## config.mk

```make
export PLATFORM = sky130hd
export DESIGN_NAME = occg_top
export DESIGN_NICKNAME = d
export VERILOG_FILES = /design/src/occg_pkg.sv /design/src/occg_clk_gate.sv /design/src/occg_osc_startup.sv /design/src/occg_top.sv
export SDC_FILE = /design/constraint.sdc
export NUM_CORES = 1
export LEC_CHECK = 0
export BUFFER_PORTS_ARGS = -buffer_cell sky130_fd_sc_hd__clkbuf_2
export CAP_MARGIN = 20
export CELL_PAD_IN_SITES_DETAIL_PLACEMENT = 0
export CELL_PAD_IN_SITES_GLOBAL_PLACEMENT = 1
export CORE_MARGIN = 2
export CORE_UTILIZATION = 34
export CTS_BUF_LIST = sky130_fd_sc_hd__clkbuf_16
export CTS_CLUSTER_DIAMETER = 30
export CTS_CLUSTER_SIZE = 40
export DETAILED_ROUTE_END_ITERATION = 6
export GPL_TIMING_DRIVEN = 0
export PLACE_DENSITY = 0.86
export SETUP_SLACK_MARGIN = 0.3
export SLEW_MARGIN = 25
export SYNTH_ARGS = -nofsm -noshare
export SYNTH_HDL_FRONTEND = slang
export SYNTH_SLANG_ARGS = --single-unit
export TNS_END_PERCENT = 5
```

## constraint.sdc

```tcl
create_clock -name clk_sys -period 1.82 [get_ports clk_sys]
set_input_delay 0.364 -clock clk_sys [delete_from_list [all_inputs] [get_ports clk_sys]]
set_output_delay 0.364 -clock clk_sys [all_outputs]
set_load 0.05 [all_outputs]
```

## src/occg_pkg.sv

```systemverilog
// Constants, register map and carrier types for the oscillator/gating block
// What this block does
// - Enable bit 7 runs oscillator, offers reference
// - Keep-in-stop bit 5 decides stop behaviour
// - Output select bit 4: pin or oscillator
// - Range bit: 0 low range, 1 high
// - Gain bit 1: 0 low, 1 high
// - Init-done bit 0 reads startup completion
// - Reserved bits read zero, ignore writes
// - Gate register 1 at 300C, reset 61h
// - Gate register 2 at 300D, reset 38h
// - Gate register 3 at 300E, reset 10h
// - Gate register 4 at 300F, reset A9h
// - Gate 1 bit 6 clocks timer B
// - Gate 1 bit 5 clocks timer A
// - Gate 1 bit 0 clocks real-time counter
// - Gate 2 bit 5 clocks debug module
// - Gate 2 bit 4 clocks memory controller
// - Gate 2 bit 3 clocks interrupt priority
// - Gate 3 bit 4 clocks serial port
// - Gate 4 bits 7,5,3,0 clock four peripherals
package occg_pkg;

  // Register indexes; byte address is four times the index
  localparam logic [15:0] IDX_GATE_1 = 16'h300c;
  localparam logic [15:0] IDX_GATE_2 = 16'h300d;
  localparam logic [15:0] IDX_GATE_3 = 16'h300e;
  localparam logic [15:0] IDX_GATE_4 = 16'h300f;
  localparam logic [15:0] IDX_OSC_SC = 16'h303e;
  localparam int BYTE_SHIFT = 2;

  // Reset values
  localparam logic [7:0] RST_GATE_1 = 8'h61;
  localparam logic [7:0] RST_GATE_2 = 8'h38;
  localparam logic [7:0] RST_GATE_3 = 8'h10;
  localparam logic [7:0] RST_GATE_4 = 8'ha9;
  localparam logic [7:0] RST_OSC_SC = 8'h00;

  // Implemented (writable) bits; all others are reserved zero, except oscillator bit 0, which reads init-done
  localparam logic [7:0] MASK_GATE_1 = 8'h61;
  localparam logic [7:0] MASK_GATE_2 = 8'h38;
  localparam logic [7:0] MASK_GATE_3 = 8'h10;
  localparam logic [7:0] MASK_GATE_4 = 8'ha9;
  localparam logic [7:0] MASK_OSC_SC = 8'hb6;

  // Oscillator register fields
  localparam int OSC_EN_BIT = 7;
  localparam int OSC_KEEP_BIT = 5;
  localparam int OSC_SEL_BIT = 4;
  localparam int OSC_RANGE_BIT = 2;
  localparam int OSC_GAIN_BIT = 1;
  localparam int OSC_INIT_BIT = 0;

  // Gate register fields
  localparam int G1_TIMER_B_BIT = 6;
  localparam int G1_TIMER_A_BIT = 5;
  localparam int G1_RTC_BIT = 0;
  localparam int G2_DEBUG_BIT = 5;
  localparam int G2_NVM_BIT = 4;
  localparam int G2_IPC_BIT = 3;
  localparam int G3_SERIAL_BIT = 4;
  localparam int G4_ANALOG_COMPARATOR_GATE_BIT = 7;
  localparam int G4_ADC_BIT = 5;
  localparam int G4_IRQ_BIT = 3;
  localparam int G4_KBD_BIT = 0;

  // Oscillator edges counted before init-done sets
  localparam int OSC_STARTUP_EDGES = 4096;

  // Register select
  typedef enum logic [2:0] {
    OCCG_SEL_NONE, OCCG_SEL_G1, OCCG_SEL_G2, OCCG_SEL_G3, OCCG_SEL_G4,
    OCCG_SEL_OSC
  } occg_sel_t;

  // Peripheral clock enables, one per gated peripheral
  typedef struct packed {
    logic flex_timer_b_gate;
    logic flex_timer_a_gate;
    logic realtime_counter_gate;
    logic debug_module_gate;
    logic nonvolatile_ctrl_gate;
    logic interrupt_priority_gate;
    logic serial_port_a_gate;
    logic analog_comparator_gate;
    logic converter_gate;
    logic ext_irq_gate;
    logic keyboard_interrupt_gate;
  } occg_gates_t;

  // Oscillator analog controls
  typedef struct packed {
    logic crystal_osc_enable;
    logic osc_select;
    logic high_range;
    logic high_gain_select;
  } occg_osc_ctrl_t;

endpackage

```

## src/occg_clk_gate.sv

```systemverilog
// Glitch-free peripheral clock enables, changed only at clock edges
`timescale 1ns/1ps
module occg_clk_gate #(
  parameter int WIDTH = 11
) (
  input wire logic clk_sys, // Bus clock
  input wire logic rst_n, // Synchronised reset
  input wire logic [WIDTH-1:0] gate_req, // Requested enables
  output logic [WIDTH-1:0] gate_en // Registered enables
);

  logic [WIDTH-1:0] next_gate_en;

  // Enable follows the request only at a rising edge
  always_comb
  begin
    next_gate_en = gate_req;
  end

  // Whole pulses only: the enable never moves mid-cycle
  always_ff @(posedge clk_sys or negedge rst_n)
  begin
    if (!rst_n)
      gate_en <= '0;
    else
      gate_en <= next_gate_en;
  end

endmodule

```

## src/occg_osc_startup.sv

```systemverilog
// Oscillator startup counter driving the init-done status
`timescale 1ns/1ps
module occg_osc_startup #(
  parameter int EDGES = occg_pkg::OSC_STARTUP_EDGES
) (
  input wire logic clk_sys, // Bus clock
  input wire logic rst_n, // Synchronised reset
  input wire logic osc_running, // Oscillator powered
  input wire logic osc_level, // Sampled oscillator output
  output logic init_done // Startup complete
);

  localparam int CW = $clog2(EDGES + 1);
  localparam logic [CW-1:0] LAST = CW'(EDGES);

  logic [CW-1:0] count;
  logic [CW-1:0] next_count;
  logic prev_level;
  logic next_prev_level;
  logic next_init_done;

  // Count rising oscillator edges while running; drop when stopped
  always_comb
  begin
    next_prev_level = osc_level;
    next_count = count;
    next_init_done = init_done;
    if (!osc_running)
    begin
      next_count = '0;
      next_init_done = 1'b0;
    end
    else if (osc_level && !prev_level && !init_done)
    begin
      next_count = count + CW'(1);
      if (next_count == LAST)
        next_init_done = 1'b1;
    end
  end

  // Counter state
  always_ff @(posedge clk_sys or negedge rst_n)
  begin
    if (!rst_n)
    begin
      count <= '0;
      prev_level <= 1'b0;
      init_done <= 1'b0;
    end
    else
    begin
      count <= next_count;
      prev_level <= next_prev_level;
      init_done <= next_init_done;
    end
  end

endmodule

```

## src/occg_top.sv

```systemverilog
// Oscillator control/status and peripheral clock gating, Avalon-MM slave
//
// Implementation choice: the Avalon-MM interface to the registers.
`timescale 1ns/1ps
module occg_top #(
  parameter int ADDR_W = 16,
  parameter int STARTUP_EDGES = occg_pkg::OSC_STARTUP_EDGES
) (
  input wire logic clk_sys, // Bus clock, 40 MHz
  input wire logic nrst, // Async reset, active low
  input wire logic [ADDR_W-1:0] avs_address, // Byte address
  input wire logic avs_read, // Read request
  input wire logic avs_write, // Write request
  input wire logic [31:0] avs_writedata, // Write data
  input wire logic [3:0] avs_byteenable, // Byte lanes
  output logic [31:0] avs_readdata, // Read data
  output logic avs_waitrequest, // Stall
  input wire logic stop_mode, // Stop mode active
  input wire logic clock_unit_osc_request, // Clock source unit wants osc
  input wire logic ext_clock_input_pin, // External clock pin level
  input wire logic osc_clock_level, // Oscillator generated clock
  output logic ext_ref_clock_out, // Selected reference clock
  output logic osc_running, // Oscillator powered
  output occg_pkg::occg_osc_ctrl_t osc_ctrl, // Analog controls
  output occg_pkg::occg_gates_t gates // Peripheral clock enables
);

  // Reset synchroniser
  logic rst_q1;
  logic rst_n;

  always_ff @(posedge clk_sys or negedge nrst)
  begin
    if (!nrst)
    begin
      rst_q1 <= 1'b0;
      rst_n <= 1'b0;
    end
    else
    begin
      rst_q1 <= 1'b1;
      rst_n <= rst_q1;
    end
  end

  // Byte address to register select
  function automatic occg_pkg::occg_sel_t decode(
    input logic [ADDR_W-1:0] addr
  );
    logic [ADDR_W-1:0] idx;
    idx = addr >> occg_pkg::BYTE_SHIFT;
    decode = occg_pkg::OCCG_SEL_NONE;
    if (addr[occg_pkg::BYTE_SHIFT-1:0] == '0)
    begin
      if (idx == ADDR_W'(occg_pkg::IDX_GATE_1))
        decode = occg_pkg::OCCG_SEL_G1;
      else if (idx == ADDR_W'(occg_pkg::IDX_GATE_2))
        decode = occg_pkg::OCCG_SEL_G2;
      else if (idx == ADDR_W'(occg_pkg::IDX_GATE_3))
        decode = occg_pkg::OCCG_SEL_G3;
      else if (idx == ADDR_W'(occg_pkg::IDX_GATE_4))
        decode = occg_pkg::OCCG_SEL_G4;
      else if (idx == ADDR_W'(occg_pkg::IDX_OSC_SC))
        decode = occg_pkg::OCCG_SEL_OSC;
    end
  endfunction

  // Masked write merge keeping reserved bits at zero
  function automatic logic [7:0] merge(
    input logic [7:0] data,
    input logic [7:0] mask
  );
    merge = data & mask;
  endfunction

  // Bus handshake state
  typedef enum logic [1:0] {BUS_IDLE, BUS_ANSWER, BUS_DONE} bus_st_t;

  bus_st_t bus_st;
  bus_st_t next_bus_st;
  logic next_waitrequest;
  logic [31:0] next_readdata;
  logic commit;
  occg_pkg::occg_sel_t sel;

  // Registers
  logic [7:0] gate_1;
  logic [7:0] gate_2;
  logic [7:0] gate_3;
  logic [7:0] gate_4;
  logic [7:0] osc_sc;
  logic [7:0] next_gate_1;
  logic [7:0] next_gate_2;
  logic [7:0] next_gate_3;
  logic [7:0] next_gate_4;
  logic [7:0] next_osc_sc;
  logic init_done;

  assign sel = decode(avs_address);
  assign commit = avs_write && !avs_waitrequest && avs_byteenable[0];

  // Handshake: one stall cycle, then waitrequest low for one cycle
  always_comb
  begin
    next_bus_st = bus_st;
    next_waitrequest = 1'b1;
    next_readdata = avs_readdata;
    unique case (bus_st)
      BUS_IDLE:
      begin
        if (avs_read || avs_write)
        begin
          next_bus_st = BUS_ANSWER;
          next_waitrequest = 1'b0;
          next_readdata = 32'h0000_0000;
          if (avs_read)
          begin
            unique case (sel)
              occg_pkg::OCCG_SEL_G1: next_readdata[7:0] = gate_1;
              occg_pkg::OCCG_SEL_G2: next_readdata[7:0] = gate_2;
              occg_pkg::OCCG_SEL_G3: next_readdata[7:0] = gate_3;
              occg_pkg::OCCG_SEL_G4: next_readdata[7:0] = gate_4;
              occg_pkg::OCCG_SEL_OSC:
                next_readdata[7:0] = {osc_sc[7:1], init_done};
              occg_pkg::OCCG_SEL_NONE: next_readdata = 32'h0000_0000;
            endcase
          end
        end
      end
      BUS_ANSWER:
      begin
        next_bus_st = BUS_DONE;
      end
      BUS_DONE:
      begin
        next_bus_st = BUS_IDLE;
      end
    endcase
  end

  // Handshake registers
  always_ff @(posedge clk_sys or negedge rst_n)
  begin
    if (!rst_n)
    begin
      bus_st <= BUS_IDLE;
      avs_waitrequest <= 1'b1;
      avs_readdata <= 32'h0000_0000;
    end
    else
    begin
      bus_st <= next_bus_st;
      avs_waitrequest <= next_waitrequest;
      avs_readdata <= next_readdata;
    end
  end

  // Register writes, taken at the edge where waitrequest is low
  always_comb
  begin
    next_gate_1 = gate_1;
    next_gate_2 = gate_2;
    next_gate_3 = gate_3;
    next_gate_4 = gate_4;
    next_osc_sc = osc_sc;
    if (commit)
    begin
      unique case (sel)
        occg_pkg::OCCG_SEL_G1:
          next_gate_1 = merge(avs_writedata[7:0],
                              occg_pkg::MASK_GATE_1);
        occg_pkg::OCCG_SEL_G2:
          next_gate_2 = merge(avs_writedata[7:0],
                              occg_pkg::MASK_GATE_2);
        occg_pkg::OCCG_SEL_G3:
          next_gate_3 = merge(avs_writedata[7:0],
                              occg_pkg::MASK_GATE_3);
        occg_pkg::OCCG_SEL_G4:
          next_gate_4 = merge(avs_writedata[7:0],
                              occg_pkg::MASK_GATE_4);
        occg_pkg::OCCG_SEL_OSC:
          next_osc_sc = merge(avs_writedata[7:0],
                              occg_pkg::MASK_OSC_SC);
        occg_pkg::OCCG_SEL_NONE: next_osc_sc = osc_sc;
      endcase
    end
  end

  // Register storage with documented reset values
  always_ff @(posedge clk_sys or negedge rst_n)
  begin
    if (!rst_n)
    begin
      gate_1 <= occg_pkg::RST_GATE_1;
      gate_2 <= occg_pkg::RST_GATE_2;
      gate_3 <= occg_pkg::RST_GATE_3;
      gate_4 <= occg_pkg::RST_GATE_4;
      osc_sc <= occg_pkg::RST_OSC_SC;
    end
    else
    begin
      gate_1 <= next_gate_1;
      gate_2 <= next_gate_2;
      gate_3 <= next_gate_3;
      gate_4 <= next_gate_4;
      osc_sc <= next_osc_sc;
    end
  end

  // Oscillator run state and stop-mode hold
  logic stop_q;
  logic req_before_stop;
  logic next_req_before_stop;
  logic next_osc_running;
  logic next_ref_clock;
  occg_pkg::occg_osc_ctrl_t next_osc_ctrl;

  // Request is latched while running, frozen during stop
  always_comb
  begin
    next_req_before_stop = req_before_stop;
    if (!stop_mode)
      next_req_before_stop = clock_unit_osc_request;
    next_osc_running = osc_sc[occg_pkg::OSC_EN_BIT];
    if (stop_mode)
      next_osc_running = osc_sc[occg_pkg::OSC_KEEP_BIT] &&
        (osc_sc[occg_pkg::OSC_EN_BIT] || req_before_stop);
    next_osc_ctrl.crystal_osc_enable = next_osc_running;
    next_osc_ctrl.osc_select = osc_sc[occg_pkg::OSC_SEL_BIT];
    next_osc_ctrl.high_range = osc_sc[occg_pkg::OSC_RANGE_BIT];
    next_osc_ctrl.high_gain_select = osc_sc[occg_pkg::OSC_GAIN_BIT];
    next_ref_clock = 1'b0;
    if (osc_running)
      next_ref_clock = osc_sc[occg_pkg::OSC_SEL_BIT] ?
        osc_clock_level : ext_clock_input_pin;
  end

  // Oscillator output registers
  always_ff @(posedge clk_sys or negedge rst_n)
  begin
    if (!rst_n)
    begin
      stop_q <= 1'b0;
      req_before_stop <= 1'b0;
      osc_running <= 1'b0;
      osc_ctrl <= '0;
      ext_ref_clock_out <= 1'b0;
    end
    else
    begin
      stop_q <= stop_mode;
      req_before_stop <= next_req_before_stop;
      osc_running <= next_osc_running;
      osc_ctrl <= next_osc_ctrl;
      ext_ref_clock_out <= next_ref_clock;
    end
  end

  // Startup counter for init-done, on the selected source
  occg_osc_startup #(
    .EDGES(STARTUP_EDGES)
  ) u_startup (
    .clk_sys(clk_sys),
    .rst_n(rst_n),
    .osc_running(osc_running && !stop_q),
    .osc_level(ext_ref_clock_out),
    .init_done(init_done)
  );

  // Gate bits gathered into the peripheral enable carrier
  occg_pkg::occg_gates_t gate_req;

  always_comb
  begin
    gate_req.flex_timer_b_gate = gate_1[occg_pkg::G1_TIMER_B_BIT];
    gate_req.flex_timer_a_gate = gate_1[occg_pkg::G1_TIMER_A_BIT];
    gate_req.realtime_counter_gate = gate_1[occg_pkg::G1_RTC_BIT];
    gate_req.debug_module_gate = gate_2[occg_pkg::G2_DEBUG_BIT];
    gate_req.nonvolatile_ctrl_gate = gate_2[occg_pkg::G2_NVM_BIT];
    gate_req.interrupt_priority_gate = gate_2[occg_pkg::G2_IPC_BIT];
    gate_req.serial_port_a_gate = gate_3[occg_pkg::G3_SERIAL_BIT];
    gate_req.analog_comparator_gate = gate_4[occg_pkg::G4_ANALOG_COMPARATOR_GATE_BIT];
    gate_req.converter_gate = gate_4[occg_pkg::G4_ADC_BIT];
    gate_req.ext_irq_gate = gate_4[occg_pkg::G4_IRQ_BIT];
    gate_req.keyboard_interrupt_gate = gate_4[occg_pkg::G4_KBD_BIT];
  end

  // Enables change only at edges, so no pulse is ever cut short
  occg_clk_gate #(
    .WIDTH($bits(occg_pkg::occg_gates_t))
  ) u_gate (
    .clk_sys(clk_sys),
    .rst_n(rst_n),
    .gate_req(gate_req),
    .gate_en(gates)
  );

endmodule

```

==> results by group <==
Pwr
  – Gate power share: a little over an eighth
  – Sequential power share: 40.6%
  – Power Density: 890 nW/um^2
  – Clk pwr share: approximately 46%
  – Leakage: about 1.9 nW
  – P_int: roughly 0.0026 W
  – Net Sw Frac: a little over a quarter
  – Net switching power: 0.000964 W
  – Final Power: 0.00359 W
  – Worst-case vdd ir drop: about 0.4 mV

Job
  – MaxCap Viol Count: 0

Setup path
  – Crit start category: input port
  – Crit path kind: in -> reg
  – CP arrival: about 2.0 ns
  – RR Endpoint: u_startup.init_done
  – Critical Path Sink Type: register
  – Crit path max fanout: 4
  – CP required: 2.07 ns
  – RR Startpoint: u_startup.count[1]
  – Cells on worst reg2reg path: 6
  – Reg2reg setup slack: 0.11 ns

Timing
  – Slew HR: 46.0%
  – RSZ-0062 raised after global routing: true
  – Final slew viol count: 0
  – Fin crit share: 97.4%
  – Fmax: 564 MHz
  – Final setup viols: 0
  – Setup TNS: 0 ns
  – Fin. Hold Viols: 0
  – Worst slew pin tran: a little over 0.8 ns
  – Final setup margin: between 0.04 and 0.05 ns
  – Setup Skew: about 0.0053 ns
  – Min Clock Period, post-route: ~1.8 ns

Yosys
  – Synthesis Warnings: 0
  – Synthesized netlist cell count: 274
  – Netlist cell types: 58
  – Syn Std Cell Area: slightly above 3000 um^2
  – Top-count cell post-synth: dfrtp_1
  – Synth top cells by count: dfrtp_1, buf_4, nor2_1, nand2_1, dfstp_2
  – Synth area leaders: dfrtp_1, dfstp_2, buf_4
  – Number of synthesized flops with an enable pin: 0
  – Post-synth top area cell: dfrtp_1
  – Yosys reg bits: 62
  – Syn avg cell area: between 10 and 15 um^2
  – Share of the synthesized area in the top cell type: slightly above 40%
  – Register area share after synthesis: between 50% and 60%
  – Most used DFF post-synth: dfrtp_1
  – Synth async-reset ratio: 100%

Die
  – Die W: ~99 um
  – Die Area: just under 10000 um^2
  – I/O pin count: 110
  – Rows: 34
  – Core area: 8760 um^2
  – Initial core utilization: 35.1%
  – Die Y-Extent: approximately 99 um

Global route
  – Global-route wire length before repair: about 11 mm
  – Largest net degree at the start of global routing: 48
  – Grt ovf: 0
  – All-Layer GR Usage: between 10 and 15%
  – Vias in the first global route: roughly 2.3k
  – Initial antenna violation count: 0

Clock tree
  – Root buffer cell: clkbuf_16
  – Clk_lat worst skew: 0.33 ns
  – Num CTS Buffers: 9
  – CTS HTree Levels: 3
  – Max Root-Sink Buffers: 2
  – CTS tree: yes
  – Clock-pin slew on the worst setup and hold paths: about 0.050 ns
  – # clock sinks: between 60 and 70

Routing
  – Antenna Nets Post-Route: 0
  – Final WL: 6.65 mm
  – Initial drt markers: 65
  – DRC viols: 0
  – Routed vias/inst: roughly 4.7
  – Via count: about 2.3k
  – DR WL/cell: 13.7 um
  – DRT Pass-1 Iters: 4

Layout
  – Finished Cell Area: roughly 4000 um^2
  – Non-Filler Instances: about 480
  – Antenna diodes: 0
  – Syn-to-layout area delta: 31.0%
  – Layout cell share with drive strength beyond 1: about two fifths
  – Nets: 434

Placement
  – Port Buffers: 58
  – Cell count after placement: between 400 and 500
  – Detail Placement HPWL: between 5 and 6 mm
  – RD Place Congestion: 0.847
  – Pre-CTS setup slack: -0.370 ns
  – Post-DP Area: 3620 um^2

Hold path
  – Hold crit path type: reg -> async

Run status
  – Status: finished, final reports clean
how the worst max path moves through the flow:
stage | from | depth (start not counted) | end
global route | avs_address[7] | 5 | gate_1[0]
finish | avs_address[7] | 5 | gate_1[5]
floorplan | avs_address[1] | 4 | gate_1[0]
detailed placement | avs_address[5] | 6 | gate_4[7]
CTS | avs_address[1] | 5 | gate_1[6]
global placement | rst_n | 0 | u_gate.gate_en[5]
cells in the final DEF (no fill, tap or decap), types with 2 or more instances in the layout:
| cell type | Yosys | layout |
|---|---|---|
| nand2_1 | 22 | 22 |
| or2_1 | 4 | 4 |
| nor4_2 | 1 | 2 |
| clkinv_2 | 0 | 2 |
| nand3_1 | 7 | 7 |
| buf_4 | 25 | 29 |
| nand4bb_4 | 2 | 2 |
| ha_1 | 3 | 2 |
| nor4_1 | 4 | 3 |
| nand4_1 | 5 | 5 |
| buf_6 | 0 | 2 |
| nand2b_1 | 4 | 4 |
| dfstp_2 | 12 | 12 |
| nor3_1 | 6 | 5 |
| or4_4 | 3 | 5 |
| nor2_4 | 1 | 3 |
| mux2i_1 | 5 | 5 |
| xnor2_1 | 4 | 4 |
| inv_1 | 5 | 6 |
| o21ai_1 | 6 | 6 |
| a21oi_1 | 6 | 5 |
| mux2_1 | 11 | 8 |
| a32o_1 | 2 | 2 |
| clkbuf_16 | 0 | 9 |
| nor2_1 | 24 | 24 |
| mux2_4 | 5 | 8 |
| a31oi_1 | 2 | 2 |
| dfrtp_1 | 50 | 48 |
| clkinvlp_4 | 0 | 3 |
| o21ai_0 | 2 | 2 |
| a41o_1 | 2 | 2 |
| and3_1 | 4 | 4 |
| conb_1 | 2 | 25 |
| clkbuf_2 | 0 | 58 |
| and2_1 | 3 | 3 |
| a22o_1 | 2 | 2 |
| xor2_1 | 8 | 8 |
critical path: stages:
cell and delay (ns):
buf_6 0.10, or4_4 0.51, or4_4 0.53, nor2_4 0.20
mux2_4 0.32
final cells by class:
type | instances | area, um^2
inverter | 5 | 18.8
timing repair buffer | 63 | 365
tap | 108 | 135
buffer | 30 | 211
multi-input combinational | 200 | 1440
clock buffer | 9 | 225
fill | 834 | 4730
sequential | 62 | 1570
clock inverter | 7 | 66.3
per-stage QoR:
step / hold WS, ns / util (%)
finish: 0.178 / 46.0
global route: 0.192 / 46.0
CTS: 0.183 / 45.2
detailed placement: 0.152 / 41.3
global placement: 0.151 / 41.0
floorplan: 0.0684 / -
power groups by stage:
| stage | combinational [W] | clock [W] | sequential (W) |
|---|---|---|---|
| 6_report | 0.000490 | 0.00164 | 0.00146 |
| 5_1_grt | 0.000538 | 0.00175 | 0.00146 |
| 4_1_cts | 0.000489 | 0.00167 | 0.00146 |
| 3_5_place_dp | 0.000479 | 0 | 0.00148 |
| 3_3_place_gp | 0.000442 | 0 | 0.00150 |
| 2_1_floorplan | 0.000303 | 0 | 0.00153 |
sequential cells by signal, summed over array words and instances, names as in the netlist, 2 cells and up:
name and count:
gate_2 3, osc_sc 5, avs_readdata 8, osc_ctrl 4, gate_1 3, u_gate.gate_en 11, gate_4 4, bus_st 2
u_startup.count 13
metal layers:
metal	part of all wire, %	vias up	wire [um]	track usage (%)
li1	-	1117	-	-
met1	43	1090	2850	17.7
met2	50	64	3350	23.8
met3	5.6	9	371	3.87
met4	1.1	0	72	4.43
met5	0	-	0	0
timing repair:
action	CTS	global route
setup endpoints to repair	33	37
endpoints found under the hold margin	2	0
hold buffers	1	0
setup buffers	2	1
gates resized for setup	6	22
pin swaps	1	6
logic make-up (layout without fill, tap and decap cells):
logic type                 after synthesis  count (layout)  share of synthesized area (%)
muxes                                   22              22                           8.45
adders and majority gates                3               3                           1.22
DFF                                     62              62                           50.9
xor gates and xnor gates                12              12                           3.41
buffers and inverters                   35             114                           7.35
and+or+nand+nor                        104             104                           20.4
AOI/OAI and AO/OA                       34              34                           8.05
other                                    2              25                          0.244
Power figures use the tool's default switching activity.
